**src/core/servo_status_params.svh**
```systemverilog
// Constants for the servo status output block
`ifndef SERVO_STATUS_PARAMS_SVH
`define SERVO_STATUS_PARAMS_SVH
`define CLK_HZ 25000000
`define STARTUP_MIN_MS 2500
`define STARTUP_MAX_MS 3500
`define STARTUP_MULTI_MIN_MS 3500
`define STARTUP_MULTI_MAX_MS 4000
`define STARTUP_MS_SINGLE 3000
`define STARTUP_MS_MULTI 3750
`define PULSE_MAX_KHZ 4600
`define PULSE_MIN_CYC ((`CLK_HZ / 1000 + `PULSE_MAX_KHZ - 1) / `PULSE_MAX_KHZ)
`define INDEX_MIN_US 400
`define INDEX_MIN_CYC (`CLK_HZ / 1000000 * `INDEX_MIN_US)
`define SA_TOL_ABS 20
`define ZSP_HYST 20
`define ZSP_INIT 50
`define ADDR_CTRL 8'h00
`define ADDR_INPOS 8'h04
`define ADDR_ZSP 8'h08
`define ADDR_BRAKE 8'h0C
`define ADDR_SCALE 8'h10
`define ADDR_STATUS 8'h14
`define ADDR_DOUT 8'h18
`define CTRL_RESET 32'h0000_0000
`define SCALE_RESET 32'h0000_0001
`endif

```
**src/core/servo_status_pkg.sv**
```systemverilog
// Types for the servo status output block
package servo_status_pkg;
  typedef enum logic [1:0] {
    MODE_POS = 2'b00,
    MODE_VEL = 2'b01,
    MODE_TRQ = 2'b10
  } ctrl_mode_t;
  typedef struct packed {
    logic alarm;
    logic convAlarm;
    logic warning;
    logic motorStopWarn;
    logic batCableWarn;
    logic batWarn;
    logic posUndetermined;
    logic servoOn;
    logic readyOnCmd;
    logic gainSw;
    logic gainSw2;
    logic closedLoop;
    logic speedAtLimit;
    logic torqueAtLimit;
  } drive_state_t;
  typedef struct packed {
    logic faultFree;
    logic inPos;
    logic ready;
    logic speedReached;
    logic warn;
    logic batWarn;
    logic stopWarn;
    logic gain1;
    logic gain2;
    logic posLost;
    logic tough;
    logic closedLoop;
    logic convStop;
    logic brake;
    logic speedLim;
    logic zeroSpeed;
    logic torqueLim;
    logic [2:0] user;
  } status_flags_t;
  typedef enum logic [1:0] {
    PH_00 = 2'b00,
    PH_01 = 2'b01,
    PH_11 = 2'b11,
    PH_10 = 2'b10
  } quad_phase_t;
endpackage

```
**src/core/servo_status_outputs.sv**
```systemverilog
// Status flag outputs and encoder pulse outputs of a servo drive
// Function
// - Fault-free off on protective shutdown; on after startup delay when alarm-free.
// - In-position while droop within range; not in velocity or torque mode.
// - Ready asserted whenever servo-on state entered.
// - Speed-reached low at servo-off; on within set speed +-(5% + 20).
// - Speed-reached always on at set speed <= 20; unavailable position/torque.
// - Warning flag on with any warning; off after startup delay otherwise.
// - Battery warning on for cable or battery warning; else off after delay.
// - Battery-less encoder keeps battery warning always off.
// - Motor-stop warning on for such warning; off after startup delay.
// - Gain-switch flags follow gain switching and gain switching two.
// - Position-lost while position undetermined; tough-drive always off.
// - Closed-loop flag while fully closed loop runs.
// - Converter-stop on at ready-on command; off on converter alarm.
// - Brake interlock off at servo-off or alarm; delay configurable.
// - Speed-limiting only in torque mode at limit; off at servo-off.
// - Zero-speed on at or below threshold, initial 50.
// - Zero-speed clears at threshold plus 20 in either direction.
// - Torque-limiting on at limit; off at servo-off and torque mode.
// - Host-written digital outputs drive user pins A, B, C.
// - Scaled quadrature output; B lags A on CCW; phase select reverses.
// - Quadrature edge rate never exceeds 4.6 M per second.
// - Single-axis index pulse per revolution, at least 400 us; multi-axis none.
//
// The implementer's own choices: the address map and the AXI4-Lite register port.
`timescale 1ns/1ps
`include "servo_status_params.svh"
module servo_status_outputs
  import servo_status_pkg::*;
#(
  parameter int STARTUP_SINGLE_CYC = `CLK_HZ / 1000 * `STARTUP_MS_SINGLE,
  parameter int STARTUP_MULTI_CYC = `CLK_HZ / 1000 * `STARTUP_MS_MULTI,
  parameter int BRAKE_UNIT_CYC = `CLK_HZ / 1000
) (
  input wire logic mclk,
  input wire logic rst_n,
  input wire logic multiAxis,
  input wire logic batteryLess,
  input wire drive_state_t driveState,
  input wire ctrl_mode_t ctrlMode,
  input wire logic signed [31:0] droopPulses,
  input wire logic signed [15:0] motorSpeed,
  input wire logic signed [15:0] setSpeed,
  input wire logic encStep,
  input wire logic encDirCcw,
  input wire logic encZero,
  input wire logic [31:0] s_axi_awaddr,
  input wire logic s_axi_awvalid,
  output logic s_axi_awready,
  input wire logic [31:0] s_axi_wdata,
  input wire logic [3:0] s_axi_wstrb,
  input wire logic s_axi_wvalid,
  output logic s_axi_wready,
  output logic [1:0] s_axi_bresp,
  output logic s_axi_bvalid,
  input wire logic s_axi_bready,
  input wire logic [31:0] s_axi_araddr,
  input wire logic s_axi_arvalid,
  output logic s_axi_arready,
  output logic [31:0] s_axi_rdata,
  output logic [1:0] s_axi_rresp,
  output logic s_axi_rvalid,
  input wire logic s_axi_rready,
  output status_flags_t flagsOut,
  output logic quad_a_pulse,
  output logic quad_a_pulse_n,
  output logic quad_b_pulse,
  output logic quad_b_pulse_n,
  output logic index_pulse,
  output logic index_pulse_n
);
  // Registers
  logic [31:0] ctrl_r;
  logic [31:0] inPosRange_r;
  logic [15:0] zspThresh_r;
  logic [15:0] brakeDelay_r;
  logic [15:0] scale_r;
  logic [2:0] dout_r;
  // AXI state
  logic awHeld_r, wHeld_r;
  logic [7:0] awAddr_r;
  logic [31:0] wData_r;
  logic [3:0] wStrb_r;
  wire phaseSel = ctrl_r[0];
  // Strap pins come from outside the clock domain; two flops first
  logic [1:0] strapMeta_r;
  logic [1:0] strapSync_r;
  always_ff @(posedge mclk) begin
    if (!rst_n) begin
      strapMeta_r <= 2'b00;
      strapSync_r <= 2'b00;
    end else begin
      strapMeta_r <= {multiAxis, batteryLess};
      strapSync_r <= strapMeta_r;
    end
  end
  wire multiSync = strapSync_r[1];
  wire batLessSync = strapSync_r[0];
  // Startup delay
  // Counter freezes once started, so it never wraps
  logic [31:0] startCnt_r;
  logic started_r;
  wire [31:0] startLimit = multiSync ? STARTUP_MULTI_CYC : STARTUP_SINGLE_CYC;
  always_ff @(posedge mclk) begin
    if (!rst_n) begin
      startCnt_r <= 32'h0;
      started_r <= 1'b0;
    end else if (!started_r) begin
      startCnt_r <= startCnt_r + 32'h1;
      started_r <= (startCnt_r + 32'h1 >= startLimit);
    end
  end
  // Speed arithmetic
  wire [15:0] absSpeed = motorSpeed[15] ? 16'(-motorSpeed) : motorSpeed;
  wire signed [17:0] speedErr = 18'(motorSpeed) - 18'(setSpeed);
  wire [17:0] absErr = speedErr[17] ? 18'(-speedErr) : 18'(speedErr);
  wire [15:0] absSet = setSpeed[15] ? 16'(-setSpeed) : setSpeed;
  wire [17:0] saTol = 18'(absSet / 16'd20) + 18'(`SA_TOL_ABS);
  wire [31:0] absDroop = droopPulses[31] ? 32'(-droopPulses) : droopPulses;
  // Flag evaluation
  logic zsp_r, conv_r, brake_r;
  logic [15:0] brakeCnt_r;
  wire anyAlarm = driveState.alarm;
  wire zspOn = absSpeed <= zspThresh_r;
  wire zspOff = 17'(absSpeed) >= 17'(zspThresh_r) + 17'(`ZSP_HYST);
  always_ff @(posedge mclk) begin
    if (!rst_n) begin
      zsp_r <= 1'b0;
      conv_r <= 1'b0;
    end else begin
      zsp_r <= zspOn ? 1'b1 : (zspOff ? 1'b0 : zsp_r);
      if (driveState.convAlarm)
        conv_r <= 1'b0;
      else if (driveState.readyOnCmd)
        conv_r <= 1'b1;
    end
  end
  wire brakeOk = driveState.servoOn && !anyAlarm;
  logic [15:0] brakeSub_r;
  always_ff @(posedge mclk) begin
    if (!rst_n || !brakeOk) begin
      brakeCnt_r <= 16'h0;
      brakeSub_r <= 16'h0;
      brake_r <= 1'b0;
    end else if (brakeCnt_r >= brakeDelay_r) begin
      brake_r <= 1'b1;
    end else if (brakeSub_r >= 16'(BRAKE_UNIT_CYC - 1)) begin
      brakeSub_r <= 16'h0;
      brakeCnt_r <= brakeCnt_r + 16'h1;
    end else begin
      brakeSub_r <= brakeSub_r + 16'h1;
    end
  end
  status_flags_t flagsNxt;
  always_comb begin
    flagsNxt.faultFree = started_r && !anyAlarm;
    flagsNxt.inPos = ctrlMode == MODE_POS && absDroop <= inPosRange_r;
    flagsNxt.ready = driveState.servoOn;
    flagsNxt.speedReached = driveState.servoOn && ctrlMode == MODE_VEL &&
                            (absSet <= 16'(`SA_TOL_ABS) || absErr <= saTol);
    flagsNxt.warn = driveState.warning || !started_r;
    flagsNxt.batWarn = !batLessSync &&
                       (driveState.batCableWarn || driveState.batWarn || !started_r);
    flagsNxt.stopWarn = driveState.motorStopWarn || !started_r;
    flagsNxt.gain1 = driveState.gainSw;
    flagsNxt.gain2 = driveState.gainSw2;
    flagsNxt.posLost = driveState.posUndetermined;
    flagsNxt.tough = 1'b0;
    flagsNxt.closedLoop = driveState.closedLoop;
    flagsNxt.convStop = conv_r;
    flagsNxt.brake = brake_r;
    flagsNxt.speedLim = driveState.servoOn && ctrlMode == MODE_TRQ && driveState.speedAtLimit;
    flagsNxt.zeroSpeed = zsp_r;
    flagsNxt.torqueLim = driveState.servoOn && ctrlMode != MODE_TRQ && driveState.torqueAtLimit;
    flagsNxt.user = dout_r;
  end
  always_ff @(posedge mclk) begin
    if (!rst_n)
      flagsOut <= '0;
    else
      flagsOut <= flagsNxt;
  end
  // Encoder pulse scaling: one output step per scale_r input steps
  logic [15:0] scaleCnt_r;
  logic [7:0] pending_r;
  logic pendDir_r;
  logic [7:0] gapCnt_r;
  quad_phase_t phase_r, phaseNxt;
  wire scaledStep = encStep && scaleCnt_r + 16'h1 >= scale_r;
  wire advance = encDirCcw ^ phaseSel;
  wire canStep = gapCnt_r == 8'h0 && pending_r != 8'h0;
  always_comb begin
    case (phase_r)
      PH_00: phaseNxt = pendDir_r ? PH_01 : PH_10;
      PH_01: phaseNxt = pendDir_r ? PH_11 : PH_00;
      PH_11: phaseNxt = pendDir_r ? PH_10 : PH_01;
      PH_10: phaseNxt = pendDir_r ? PH_00 : PH_11;
      default: phaseNxt = PH_00;
    endcase
  end
  always_ff @(posedge mclk) begin
    if (!rst_n) begin
      scaleCnt_r <= 16'h0;
      pending_r <= 8'h0;
      pendDir_r <= 1'b0;
      gapCnt_r <= 8'h0;
      phase_r <= PH_00;
    end else begin
      if (encStep)
        scaleCnt_r <= scaledStep ? 16'h0 : scaleCnt_r + 16'h1;
      if (canStep) begin
        phase_r <= phaseNxt;
        gapCnt_r <= 8'(`PULSE_MIN_CYC - 1);
      end else if (gapCnt_r != 8'h0) begin
        gapCnt_r <= gapCnt_r - 8'h1;
      end
      // Backlog saturates; excess steps at overspeed are dropped
      if (scaledStep && (pending_r == 8'h0 || advance == pendDir_r)) begin
        pendDir_r <= advance;
        if (!canStep && pending_r != 8'hFF)
          pending_r <= pending_r + 8'h1;
      end else if (scaledStep) begin
        if (!canStep)
          pending_r <= pending_r - 8'h1;
      end else if (canStep) begin
        pending_r <= pending_r - 8'h1;
      end
    end
  end
  // Phase bit 0 is A, bit 1 is B; B lags A on advance
  always_ff @(posedge mclk) begin
    if (!rst_n) begin
      quad_a_pulse <= 1'b0;
      quad_a_pulse_n <= 1'b1;
      quad_b_pulse <= 1'b0;
      quad_b_pulse_n <= 1'b1;
    end else begin
      quad_a_pulse <= phase_r[0];
      quad_a_pulse_n <= ~phase_r[0];
      quad_b_pulse <= phase_r[1];
      quad_b_pulse_n <= ~phase_r[1];
    end
  end
  logic [15:0] idxCnt_r;
  wire idxActive = encZero || idxCnt_r != 16'h0;
  always_ff @(posedge mclk) begin
    if (!rst_n || multiSync) begin
      idxCnt_r <= 16'h0;
      index_pulse <= 1'b0;
      index_pulse_n <= 1'b1;
    end else begin
      if (encZero)
        idxCnt_r <= 16'(`INDEX_MIN_CYC);
      else if (idxCnt_r != 16'h0)
        idxCnt_r <= idxCnt_r - 16'h1;
      index_pulse <= idxActive;
      index_pulse_n <= !idxActive;
    end
  end
  // AXI4-Lite slave; writes applied once address and data are both held
  // Refused writes still answer, with an error code and no effect
  wire doWrite = awHeld_r && wHeld_r && !s_axi_bvalid;
  wire wMapped = awAddr_r <= `ADDR_DOUT && awAddr_r[1:0] == 2'b00 && awAddr_r != `ADDR_STATUS;
  wire [7:0] rAddr = s_axi_araddr[7:0];
  wire rInRange = s_axi_araddr[31:8] == 24'h0;
  // Status read sees the flags one cycle old
  logic [31:0] rdMux;
  logic rdOk;
  always_comb begin
    rdOk = rInRange;
    case (rAddr)
      `ADDR_CTRL: rdMux = ctrl_r;
      `ADDR_INPOS: rdMux = inPosRange_r;
      `ADDR_ZSP: rdMux = {16'h0, zspThresh_r};
      `ADDR_BRAKE: rdMux = {16'h0, brakeDelay_r};
      `ADDR_SCALE: rdMux = {16'h0, scale_r};
      `ADDR_STATUS: rdMux = {12'h0, flagsOut};
      `ADDR_DOUT: rdMux = {29'h0, dout_r};
      default: begin
        rdMux = 32'h0;
        rdOk = 1'b0;
      end
    endcase
  end
  function automatic logic [31:0] merge(input logic [31:0] old, input logic [31:0] nw, input logic [3:0] st);
    for (int i = 0; i < 4; i++)
      if (st[i])
        old[i*8 +: 8] = nw[i*8 +: 8];
    return old;
  endfunction
  assign s_axi_awready = !awHeld_r;
  assign s_axi_wready = !wHeld_r;
  assign s_axi_arready = !s_axi_rvalid;
  always_ff @(posedge mclk) begin
    if (!rst_n) begin
      awHeld_r <= 1'b0;
      wHeld_r <= 1'b0;
      awAddr_r <= 8'h0;
      wData_r <= 32'h0;
      wStrb_r <= 4'h0;
      s_axi_bvalid <= 1'b0;
      s_axi_bresp <= 2'b00;
      s_axi_rvalid <= 1'b0;
      s_axi_rresp <= 2'b00;
      s_axi_rdata <= 32'h0;
      ctrl_r <= `CTRL_RESET;
      inPosRange_r <= 32'h0;
      zspThresh_r <= 16'(`ZSP_INIT);
      brakeDelay_r <= 16'h0;
      scale_r <= 16'(`SCALE_RESET);
      dout_r <= 3'h0;
    end else begin
      if (s_axi_awvalid && !awHeld_r) begin
        awHeld_r <= 1'b1;
        awAddr_r <= s_axi_awaddr[31:8] == 24'h0 ? s_axi_awaddr[7:0] : 8'hFF;
      end
      if (s_axi_wvalid && !wHeld_r) begin
        wHeld_r <= 1'b1;
        wData_r <= s_axi_wdata;
        wStrb_r <= s_axi_wstrb;
      end
      if (doWrite) begin
        s_axi_bvalid <= 1'b1;
        s_axi_bresp <= wMapped ? 2'b00 : 2'b10;
        case (awAddr_r)
          `ADDR_CTRL: ctrl_r <= merge(ctrl_r, wData_r, wStrb_r);
          `ADDR_INPOS: inPosRange_r <= merge(inPosRange_r, wData_r, wStrb_r);
          `ADDR_ZSP: zspThresh_r <= 16'(merge({16'h0, zspThresh_r}, wData_r, wStrb_r));
          `ADDR_BRAKE: brakeDelay_r <= 16'(merge({16'h0, brakeDelay_r}, wData_r, wStrb_r));
          `ADDR_SCALE: scale_r <= 16'(merge({16'h0, scale_r}, wData_r, wStrb_r));
          `ADDR_DOUT: dout_r <= wStrb_r[0] ? wData_r[2:0] : dout_r;
          default: ;
        endcase
      end
      if (s_axi_bvalid && s_axi_bready) begin
        s_axi_bvalid <= 1'b0;
        awHeld_r <= 1'b0;
        wHeld_r <= 1'b0;
      end
      if (s_axi_arvalid && !s_axi_rvalid) begin
        s_axi_rvalid <= 1'b1;
        s_axi_rdata <= rdMux;
        s_axi_rresp <= rdOk ? 2'b00 : 2'b10;
      end else if (s_axi_rvalid && s_axi_rready) begin
        s_axi_rvalid <= 1'b0;
      end
    end
  end
endmodule // servo_status_outputs

```
**config.mk**
```make
export PLATFORM = sky130hd
export DESIGN_NAME = servo_status_outputs
export DESIGN_NICKNAME = d
export VERILOG_FILES = /design/src/core/servo_status_pkg.sv /design/src/core/servo_status_outputs.sv
export VERILOG_INCLUDE_DIRS = /design/src /design/src/core
export SDC_FILE = /design/constraint.sdc
export NUM_CORES = 1
export LEC_CHECK = 0
export BUFFER_PORTS_ARGS = -buffer_cell sky130_fd_sc_hd__buf_2
export CORE_AREA = 2 2 235 237
export CTS_CLUSTER_SIZE = 10
export DETAILED_ROUTE_END_ITERATION = 12
export DIE_AREA = 0 0 237 239
export PLACE_DENSITY = 0.63
export REMOVE_ABC_BUFFERS = 1
export SLEW_MARGIN = 25
export SYNTH_ARGS = -nofsm -noshare
export SYNTH_HDL_FRONTEND = slang
export SYNTH_SLANG_ARGS = --single-unit
```
**constraint.sdc**
```tcl
create_clock -name mclk -period 14.8 [get_ports mclk]
set_input_delay 0.74 -clock mclk [delete_from_list [all_inputs] [get_ports mclk]]
set_output_delay 0.74 -clock mclk [all_outputs]
set_load 0.01 [all_outputs]
```
==> load_flow_metrics.sql, run 1 <==
INSERT INTO impl_metrics (metric_group, metric, value, unit) VALUES
('global_route', 'grt_antenna_before_repair', '6', ''),
('routing', 'first_iter_violations', '1246', ''),
('yosys', 'synthFlopType', 'sky130_fd_sc_hd__dfxtp_1', ''),
('critical_path', 'critical_path_required', '15.24', 'ns'),
('routing', 'antenna_violating_nets_post_route', '0', ''),
('routing', 'first_pass_iters', '7', ''),
('global_route', 'track_usage', '22.57', '%'),
('clock_tree', 'cts.clk_slew.worst_paths', '0.06', 'ns'),
('critical_path', 'setup_crit_end_kind', 'flop', ''),
('yosys', 'synth_edf_count', '0', ''),
('die', 'die_h', '239', 'µm'),
('critical_path', 'r2r_depth', '26', ''),
('placement', 'gp_congestion', '0.9071', ''),
('routing', 'route.detailed.vias_per_inst', '5.525', ''),
('yosys', 'ys_top_cells_by_area', 'sky130_fd_sc_hd__dfxtp_1, sky130_fd_sc_hd__ha_1, sky130_fd_sc_hd__mux2i_1', ''),
('timing', 'timing_worst_slew_pin_value', '1.053', 'ns'),
('placement', 'dp_slack', '5.854', 'ns'),
('timing', 'setup_violations', '0', ''),
('yosys', 'yosys-top-cells-count', 'sky130_fd_sc_hd__dfxtp_1, sky130_fd_sc_hd__nand2_1, sky130_fd_sc_hd__nor2b_1', ''),
('yosys', 'synthesis.instances', '2597', ''),
('critical_path', 'timing.critical_path.depth', '33', ''),
('yosys', 'synth_seq_cells', '345', ''),
('pwr', 'power_density', '106.0', 'mW/mm²'),
('timing', 'min_period_over_period', '54.49', '%'),
('routing', 'route.detailed.drc', '0', ''),
('critical_path', 'worstSetupPathType', 'in -> reg', ''),
('placement', 'dpl.hpwl', '48110', 'µm'),
('cells_and_area', 'fraction_of_final_layout_cells_sized_beyond_drive_strength_1', '13.85', '%'),
('critical_path', 'critical_path.max_stage_delay', '0.73', 'ns'),
('critical_path', 'slowest_stage', 'sky130_fd_sc_hd__a21oi_1', ''),
('timing', 'slew_viol_final', '0', ''),
('run_status', 'status', 'finished clean', ''),
('clock_tree', 'postCtsResizedCells', '0', ''),
('global_route', 'number_of_global_route_vias_before_repair', '18869', ''),
('placement', 'placement.io_buffers', '255', ''),
('critical_path', 'worstPathArrival', '8.50', 'ns'),
('yosys', 'area_leader_netlist', 'sky130_fd_sc_hd__dfxtp_1', ''),
('routing', 'route.top_layer_used', 'met5', ''),
('die', 'die_area', '0.05664', 'mm²'),
('clock_tree', 'post_cts_setup_repair_buffer_count', '0', ''),
('cells_and_area', 'finish.instance_area', '0.02520', 'mm²'),
('cells_and_area', 'syn2layout_area_growth', '14.56', '%'),
('routing', 'vias', '19516', ''),
('cells_and_area', 'final_nets', '3155', ''),
('flow_run', 'timing.max_cap.violations', '0', ''),
('timing', 'fin_worst_hold_slack', '0.3378', 'ns'),
('timing', 'fmax', '124.0', 'MHz'),
('yosys', 'synthesis.area_per_instance', '8.468', 'µm²'),
('yosys', 'ffs_w_async_s_r_synth', '0', '%'),
('routing', 'routed-wl-met2', '30280', 'µm'),
('routing', 'route.final.wire_length', '64890', 'µm'),
('timing', 'timing_hold_violations_final', '0', ''),
('global_route', 'globalRoute.totalOverflow', '0', ''),
('die', 'core_region_area', '0.05434', 'mm²'),
('die', 'row_cnt', '86', ''),
('pwr', 'power.static_leakage', '10.23', 'nW'),
('timing', 'rsz0062_at_grt', 'false', ''),
('clock_tree', 'cts_root_buffer', 'sky130_fd_sc_hd__clkbuf_16', ''),
('timing', 'worst_slack', '6.735', 'ns'),
('yosys', 'ys_types', '89', ''),
('clock_tree', 'cts.path.max_buffers', '3', ''),
('yosys', 'yosys.area.top_type_share', '31.40', '%'),
('routing', 'met1_wl', '29710', 'µm'),
('placement', 'dpl-instance-area', '0.02388', 'mm²'),
('critical_path', 'critical_path.top_delay_family', 'compound AO/OA/AOI/OAI gates', ''),
('yosys', 'mapped_area', '0.02199', 'mm²'),
('clock_tree', 'cts_tree', 'done', ''),
('routing', 'routed-wl-met3', '3219', 'µm'),
('critical_path', 'cp_common_cell', 'sky130_fd_sc_hd__a21oi_1', ''),
('worst_hold_path', 'min_path_type', 'in -> reg', ''),
('global_route', 'wire_length_of_the_first_global_routing_pass', '102800', 'µm');
kinds of logic (layout without fill, tap and decap cells):
| logic type | count (synthesis) | in the layout | share of synthesized area, % |
|---|---|---|---|
| flip-flops | 345 | 345 | 31.40 |
| other | 2 | 8 | 0.03415 |
| XOR/XNOR | 208 | 208 | 8.505 |
| AO/OA/AOI/OAI | 567 | 567 | 17.81 |
| adder cells (fa/ha/maj) | 161 | 161 | 9.205 |
| buffers and inverters | 254 | 479 | 4.512 |
| AND/OR/NAND/NOR | 928 | 928 | 22.50 |
| multiplexers | 132 | 132 | 6.031 |
worst register-to-register path, stage by stage (launching register included):
cell and delay, ns:
sky130_fd_sc_hd__dfxtp_1 0.40, sky130_fd_sc_hd__ha_1 0.23, sky130_fd_sc_hd__and3_1 0.24, sky130_fd_sc_hd__and3_1 0.25, sky130_fd_sc_hd__and3_1 0.24, sky130_fd_sc_hd__and3_1 0.23, sky130_fd_sc_hd__and3_1 0.25, sky130_fd_sc_hd__nand3_1 0.11
sky130_fd_sc_hd__xnor2_1 0.14, sky130_fd_sc_hd__ha_1 0.30, sky130_fd_sc_hd__a211o_1 0.33, sky130_fd_sc_hd__nor3_1 0.16, sky130_fd_sc_hd__o21ai_0 0.22, sky130_fd_sc_hd__a31oi_1 0.51, sky130_fd_sc_hd__or2_2 0.36, sky130_fd_sc_hd__ha_1 0.28
sky130_fd_sc_hd__a21o_1 0.17, sky130_fd_sc_hd__a21o_1 0.19, sky130_fd_sc_hd__a21o_1 0.18, sky130_fd_sc_hd__a21oi_1 0.21, sky130_fd_sc_hd__nor2b_1 0.08, sky130_fd_sc_hd__o21a_1 0.18, sky130_fd_sc_hd__nor2_1 0.18, sky130_fd_sc_hd__nor2_1 0.07
sky130_fd_sc_hd__o21ai_0 0.08, sky130_fd_sc_hd__o221a_2 0.20, sky130_fd_sc_hd__o211ai_1 0.07
placed cells by master, fill, tap and decap left out, types with 119 or more instances in the layout:
| cell type | netlist | routed |
|---|---|---|
| sky130_fd_sc_hd__mux2i_1 | 128 | 128 |
| sky130_fd_sc_hd__o21ai_0 | 120 | 119 |
| sky130_fd_sc_hd__xnor2_1 | 137 | 134 |
| sky130_fd_sc_hd__inv_1 | 144 | 144 |
| sky130_fd_sc_hd__ha_1 | 156 | 156 |
| sky130_fd_sc_hd__buf_2 | 1 | 254 |
| sky130_fd_sc_hd__nor2b_1 | 160 | 159 |
| sky130_fd_sc_hd__nand2_1 | 220 | 220 |
| sky130_fd_sc_hd__nor2_1 | 125 | 119 |
| sky130_fd_sc_hd__dfxtp_1 | 345 | 344 |
area by class of cell:
cell class              count  area [µm²]  area share (%)
clock inverters             6       38.79          0.1539
clock buffers              59        1229           4.877
multi-input cells        2000       14180           56.28
inverters                 144       540.5           2.145
repair buffers            270        1408           5.587
well taps                 704       880.8           3.496
diodes                      4       10.01         0.03973
flip-flops and latches    345        6908           27.42
flip-flops by register name, indices dropped and copies added, names as in the netlist, 19 cells and up:
| register | count |
|---|---|
| inPosRange_r | 32 |
| wData_r | 32 |
| s_axi_rdata | 32 |
| ctrl_r | 32 |
| flagsOut | 19 |
| startCnt_r | 32 |
layer usage:
layer  GRT usage, %  up-vias
met5              0        -
li1               -     9657
met4          7.154        4
met3          3.476       92
met2          37.50      436
met1          30.01     9327
power by group:
| group | internal (mW) | leakage [nW] | switching, mW |
|---|---|---|---|
| registers | 0.968 | 2.80 | 0.0394 |
| logic | 0.295 | 6.81 | 0.390 |
| clock network | 0.573 | 0.618 | 0.406 |
per-stage QoR:
stage / utilization (%) / instances / total power, mW
global route: 46.36 / 3531 / 2.827
detailed placement: 43.95 / 3463 / 1.705
CTS: 46.29 / 3528 / 2.695
global placement: 43.89 / 3462 / 1.682
floorplan: - / 2489 / 1.512
finish: 46.37 / 3532 / 2.671
path summary, 6_finish.rpt:
| path | start | slack [ns] | to |
|---|---|---|---|
| min | driveState[12] | 0.34 | conv_r$_SDFFE_PP0P_ |
| max | setSpeed[1] | 6.74 | flagsOut[16]$_SDFF_PN0_ |
| min reg2reg | strapMeta_r[1]$_SDFF_PN0_ | 0.43 | strapSync_r[1]$_SDFF_PN0_ |
| max reg2reg | scaleCnt_r[0]$_SDFFE_PN0P_ | 8.82 | pending_r[7]$_SDFFE_PN0P_ |
No activity file was read; power rests on OpenSTA's default activity.
==> run 2: changes to the inputs <==
--- a/config.mk
+++ b/config.mk
@@ -11,7 +11,7 @@
 export CTS_CLUSTER_SIZE = 10
 export DETAILED_ROUTE_END_ITERATION = 12
 export DIE_AREA = 0 0 237 239
-export PLACE_DENSITY = 0.63
+export PLACE_DENSITY = 0.65
 export REMOVE_ABC_BUFFERS = 1
 export SLEW_MARGIN = 25
 export SYNTH_ARGS = -nofsm -noshare
==> constraint.sdc (replaced) <==
create_clock -name mclk -period 6.83 [get_ports mclk]
set_input_delay 0.3415 -clock mclk [delete_from_list [all_inputs] [get_ports mclk]]
set_output_delay 0.3415 -clock mclk [all_outputs]
set_load 0.01 [all_outputs]
==> run 2 against run 1 <==
Setup slack got worse by 6.4 ns; via count is 2.5% higher; flip-flop and latch count unchanged; largest power group unchanged; register-to-register slack worse by 7.9 ns; critical path type unchanged; die area stayed put; utilization rose by 2.1 points; non-clock buffer count rose by 109; first-iteration DRC count grew 3.0%.
==> load_flow_metrics.sql, run 2 (synthesized netlist as in run 1, its figures left out) <==
INSERT INTO impl_metrics (metric_group, metric, value, unit) VALUES
('critical_path', 'ff2ff_setup_slack', '0.90', 'ns'),
('placement', 'placement.io_buffers', '255', ''),
('timing', 'relSlewSlack', '28.57', '%'),
('placement', 'total_placed_cells_including_tap_cells', '3545', ''),
('cells_and_area', 'mostFrequentLayoutCell', 'sky130_fd_sc_hd__dfxtp_1', ''),
('critical_path', 'crit_path_start_kind', 'primary input', ''),
('worst_hold_path', 'min_path_type', 'in -> reg', ''),
('routing', 'route.detailed.vias_per_inst', '5.496', ''),
('global_route', 'grt_max_degree', '118', ''),
('placement', 'dp_slack', '-0.2713', 'ns'),
('timing', 'min_period_over_period', '95.47', '%'),
('timing', 'slew_viol_final', '0', ''),
('routing', 'avgRoutedWirePerCell', '18.06', 'µm'),
('cells_and_area', 'fraction_of_final_layout_cells_sized_beyond_drive_strength_1', '17.35', '%'),
('critical_path', 'critical_path.max_fanout', '8', ''),
('pwr', 'power.static_leakage', '10.80', 'nW'),
('pwr', 'power.ir.vdd_worst', '0.0001580', 'V'),
('critical_path', 'worstSetupPathType', 'in -> reg', ''),
('cells_and_area', 'final-instance-count-excl-fill', '3641', ''),
('clock_tree', 'clock_sinks', '345', ''),
('routing', 'antenna_violating_nets_post_route', '0', ''),
('critical_path', 'critical_path.top_delay_family', 'compound AO/OA/AOI/OAI gates', ''),
('routing', 'route.detailed.drc', '0', ''),
('die', 'die_h', '239', 'µm'),
('routing', 'vias', '20011', ''),
('routing', 'first_pass_iters', '5', ''),
('clock_tree', 'cts_root_buffer', 'sky130_fd_sc_hd__clkbuf_16', ''),
('timing', 'worst_slack', '0.3092', 'ns'),
('die', 'die_area', '0.05664', 'mm²'),
('global_route', 'track_usage', '22.77', '%'),
('clock_tree', 'clock_insertion_delay_worst_skew', '0.59', 'ns'),
('timing', 'setup_violations', '0', ''),
('timing', 'fmax', '153.4', 'MHz'),
('timing', 'fin_skew', '0.03073', 'ns'),
('critical_path', 'critical_path_required', '7.28', 'ns'),
('cells_and_area', 'final_nets', '3264', ''),
('placement', 'gp_congestion', '0.8996', ''),
('cells_and_area', 'most_used_cells_in_the_layout_excluding_fill_and_tap_cells', 'sky130_fd_sc_hd__dfxtp_1, sky130_fd_sc_hd__buf_2, sky130_fd_sc_hd__nand2_1, sky130_fd_sc_hd__nor2b_1, sky130_fd_sc_hd__ha_1', ''),
('cells_and_area', 'layout.filler_cells', '5222', ''),
('die', 'top_level_ports', '259', ''),
('flow_run', 'timing.max_cap.violations', '0', ''),
('cells_and_area', 'syn2layout_area_growth', '19.67', '%'),
('timing', 'min_period', '6.521', 'ns'),
('critical_path', 'critical_path.max_stage_delay', '0.53', 'ns'),
('global_route', 'globalRoute.totalOverflow', '0', ''),
('clock_tree', 'cts.clk_slew.worst_paths', '0.06', 'ns'),
('timing', 'timing_worst_slew_pin_value', '1.066', 'ns'),
('critical_path', 'setup_crit_end_kind', 'flop', ''),
('clock_tree', 'cts_made_buffers', '44', ''),
('pwr', 'power_density', '230.0', 'mW/mm²'),
('clock_tree', 'cts_tree', 'done', ''),
('die', 'core_region_area', '0.05434', 'mm²'),
('global_route', 'grt_antenna_before_repair', '8', ''),
('die', 'initial_core_util', '40.47', '%'),
('timing', 'timing_hold_violations_final', '0', ''),
('global_route', 'wire_length_of_the_first_global_routing_pass', '104300', 'µm'),
('pwr', 'total_power', '6.054', 'mW'),
('die', 'row_cnt', '86', ''),
('placement', 'dpl.hpwl', '49250', 'µm'),
('die', 'die-width', '237', 'µm'),
('critical_path', 'slowest_stage', 'sky130_fd_sc_hd__or4b_4', ''),
('critical_path', 'cp.buffers_inverters', '5', ''),
('routing', 'route.final.wire_length', '65760', 'µm'),
('timing', 'final.setup.tns', '0', 'ns'),
('run_status', 'status', 'finished clean', ''),
('clock_tree', 'ctsHtreeMaxLevel', '2', ''),
('timing', 'fin_worst_hold_slack', '0.02218', 'ns'),
('critical_path', 'cp_common_cell', 'sky130_fd_sc_hd__a21oi_1', ''),
('routing', 'first_iter_violations', '1283', ''),
('clock_tree', 'cts.path.max_buffers', '3', ''),
('critical_path', 'worstPathArrival', '6.97', 'ns'),
('global_route', 'number_of_global_route_vias_before_repair', '19495', '');
run 2: cell count changes in the layout (fill, tap and decap cells not counted), moves of 3 or more:
cell | before | now
sky130_fd_sc_hd__o21ai_0 | 119 | 116
sky130_fd_sc_hd__xnor2_2 | 7 | 4
sky130_fd_sc_hd__buf_6 | 1 | 5
sky130_fd_sc_hd__nor4_1 | 29 | 26
sky130_fd_sc_hd__buf_4 | 14 | 101
sky130_fd_sc_hd__clkbuf_1 | 9 | 6
sky130_fd_sc_hd__o21ai_1 | 1 | 4
sky130_fd_sc_hd__dlygate4sd3_1 | 0 | 17
run 2: layout make-up:
cell class / instances / area, µm² / area share, %
multi-input cells: 2000 / 14350 / 54.52
flip-flops and latches: 345 / 6908 / 26.25
repair buffers: 379 / 2288 / 8.695
clock buffers: 57 / 1231 / 4.678
well taps: 704 / 880.8 / 3.347
inverters: 144 / 540.5 / 2.054
clock inverters: 8 / 110.1 / 0.4184
diodes: 4 / 10.01 / 0.03803
run 2: per-stage QoR:
stage	utilization, %	area, µm²
5_1_grt	48.43	26310
4_1_cts	47.85	26000
3_3_place_gp	45.02	24460
3_5_place_dp	45.07	24490
2_1_floorplan	-	21550
6_report	48.43	26320
run 2: what timing repair did:
action,CTS,global route
buffers inserted,0,9
setup endpoints to repair,0,1
hold endpoints to repair,16,0
hold buffers,17,0
resized for setup,0,43
run 2: path summary, 6_finish.rpt:
| kind | start | end | cells after the start |
|---|---|---|---|
| max | setSpeed[1] | flagsOut[16]$_SDFF_PN0_ | 35 |
| min | s_axi_wdata[24] | wData_r[24]$_SDFFE_PN0P_ | 3 |
| max reg2reg | scaleCnt_r[0]$_SDFFE_PN0P_ | pending_r[7]$_SDFFE_PN0P_ | 26 |
| min reg2reg | strapMeta_r[1]$_SDFF_PN0_ | strapSync_r[1]$_SDFF_PN0_ | 1 |
run 2: report_power, final:
part           switching [mW]  leakage [nW]  total, mW  internal (mW)
combinational           0.899          7.35       1.68          0.778
clock                   0.894         0.650       2.19           1.30
sequential             0.0884          2.80       2.19           2.10
total                    1.88          10.8       6.05           4.17
run 2: worst register-to-register path, stage by stage, from the launching register on:
cell	delay, ns
sky130_fd_sc_hd__dfxtp_1	0.40
sky130_fd_sc_hd__ha_1	0.23
sky130_fd_sc_hd__and3_1	0.24
sky130_fd_sc_hd__and3_1	0.24
sky130_fd_sc_hd__and3_1	0.23
sky130_fd_sc_hd__and3_1	0.22
sky130_fd_sc_hd__and3_1	0.25
sky130_fd_sc_hd__nand3_1	0.12
sky130_fd_sc_hd__xnor2_1	0.20
sky130_fd_sc_hd__ha_1	0.28
sky130_fd_sc_hd__a211o_1	0.33
sky130_fd_sc_hd__nor3_1	0.12
sky130_fd_sc_hd__o21ai_0	0.19
sky130_fd_sc_hd__a31oi_1	0.45
sky130_fd_sc_hd__or2_2	0.36
sky130_fd_sc_hd__ha_1	0.29
sky130_fd_sc_hd__a21o_1	0.17
sky130_fd_sc_hd__a21o_1	0.19
sky130_fd_sc_hd__a21o_1	0.18
sky130_fd_sc_hd__a21oi_1	0.24
sky130_fd_sc_hd__nor2b_1	0.08
sky130_fd_sc_hd__o21a_1	0.19
sky130_fd_sc_hd__nor2_1	0.19
sky130_fd_sc_hd__nor2_1	0.07
sky130_fd_sc_hd__o21ai_0	0.07
sky130_fd_sc_hd__o221a_2	0.21
sky130_fd_sc_hd__o211ai_1	0.07
run 2: metal layers:
metal	track usage (%)	part of all wire, %	up-vias
met4	8.305	3.6	10
li1	-	-	9838
met1	29.12	45	9548
met2	38.18	46	496
met5	0	0.097	-
met3	4.273	5.6	119
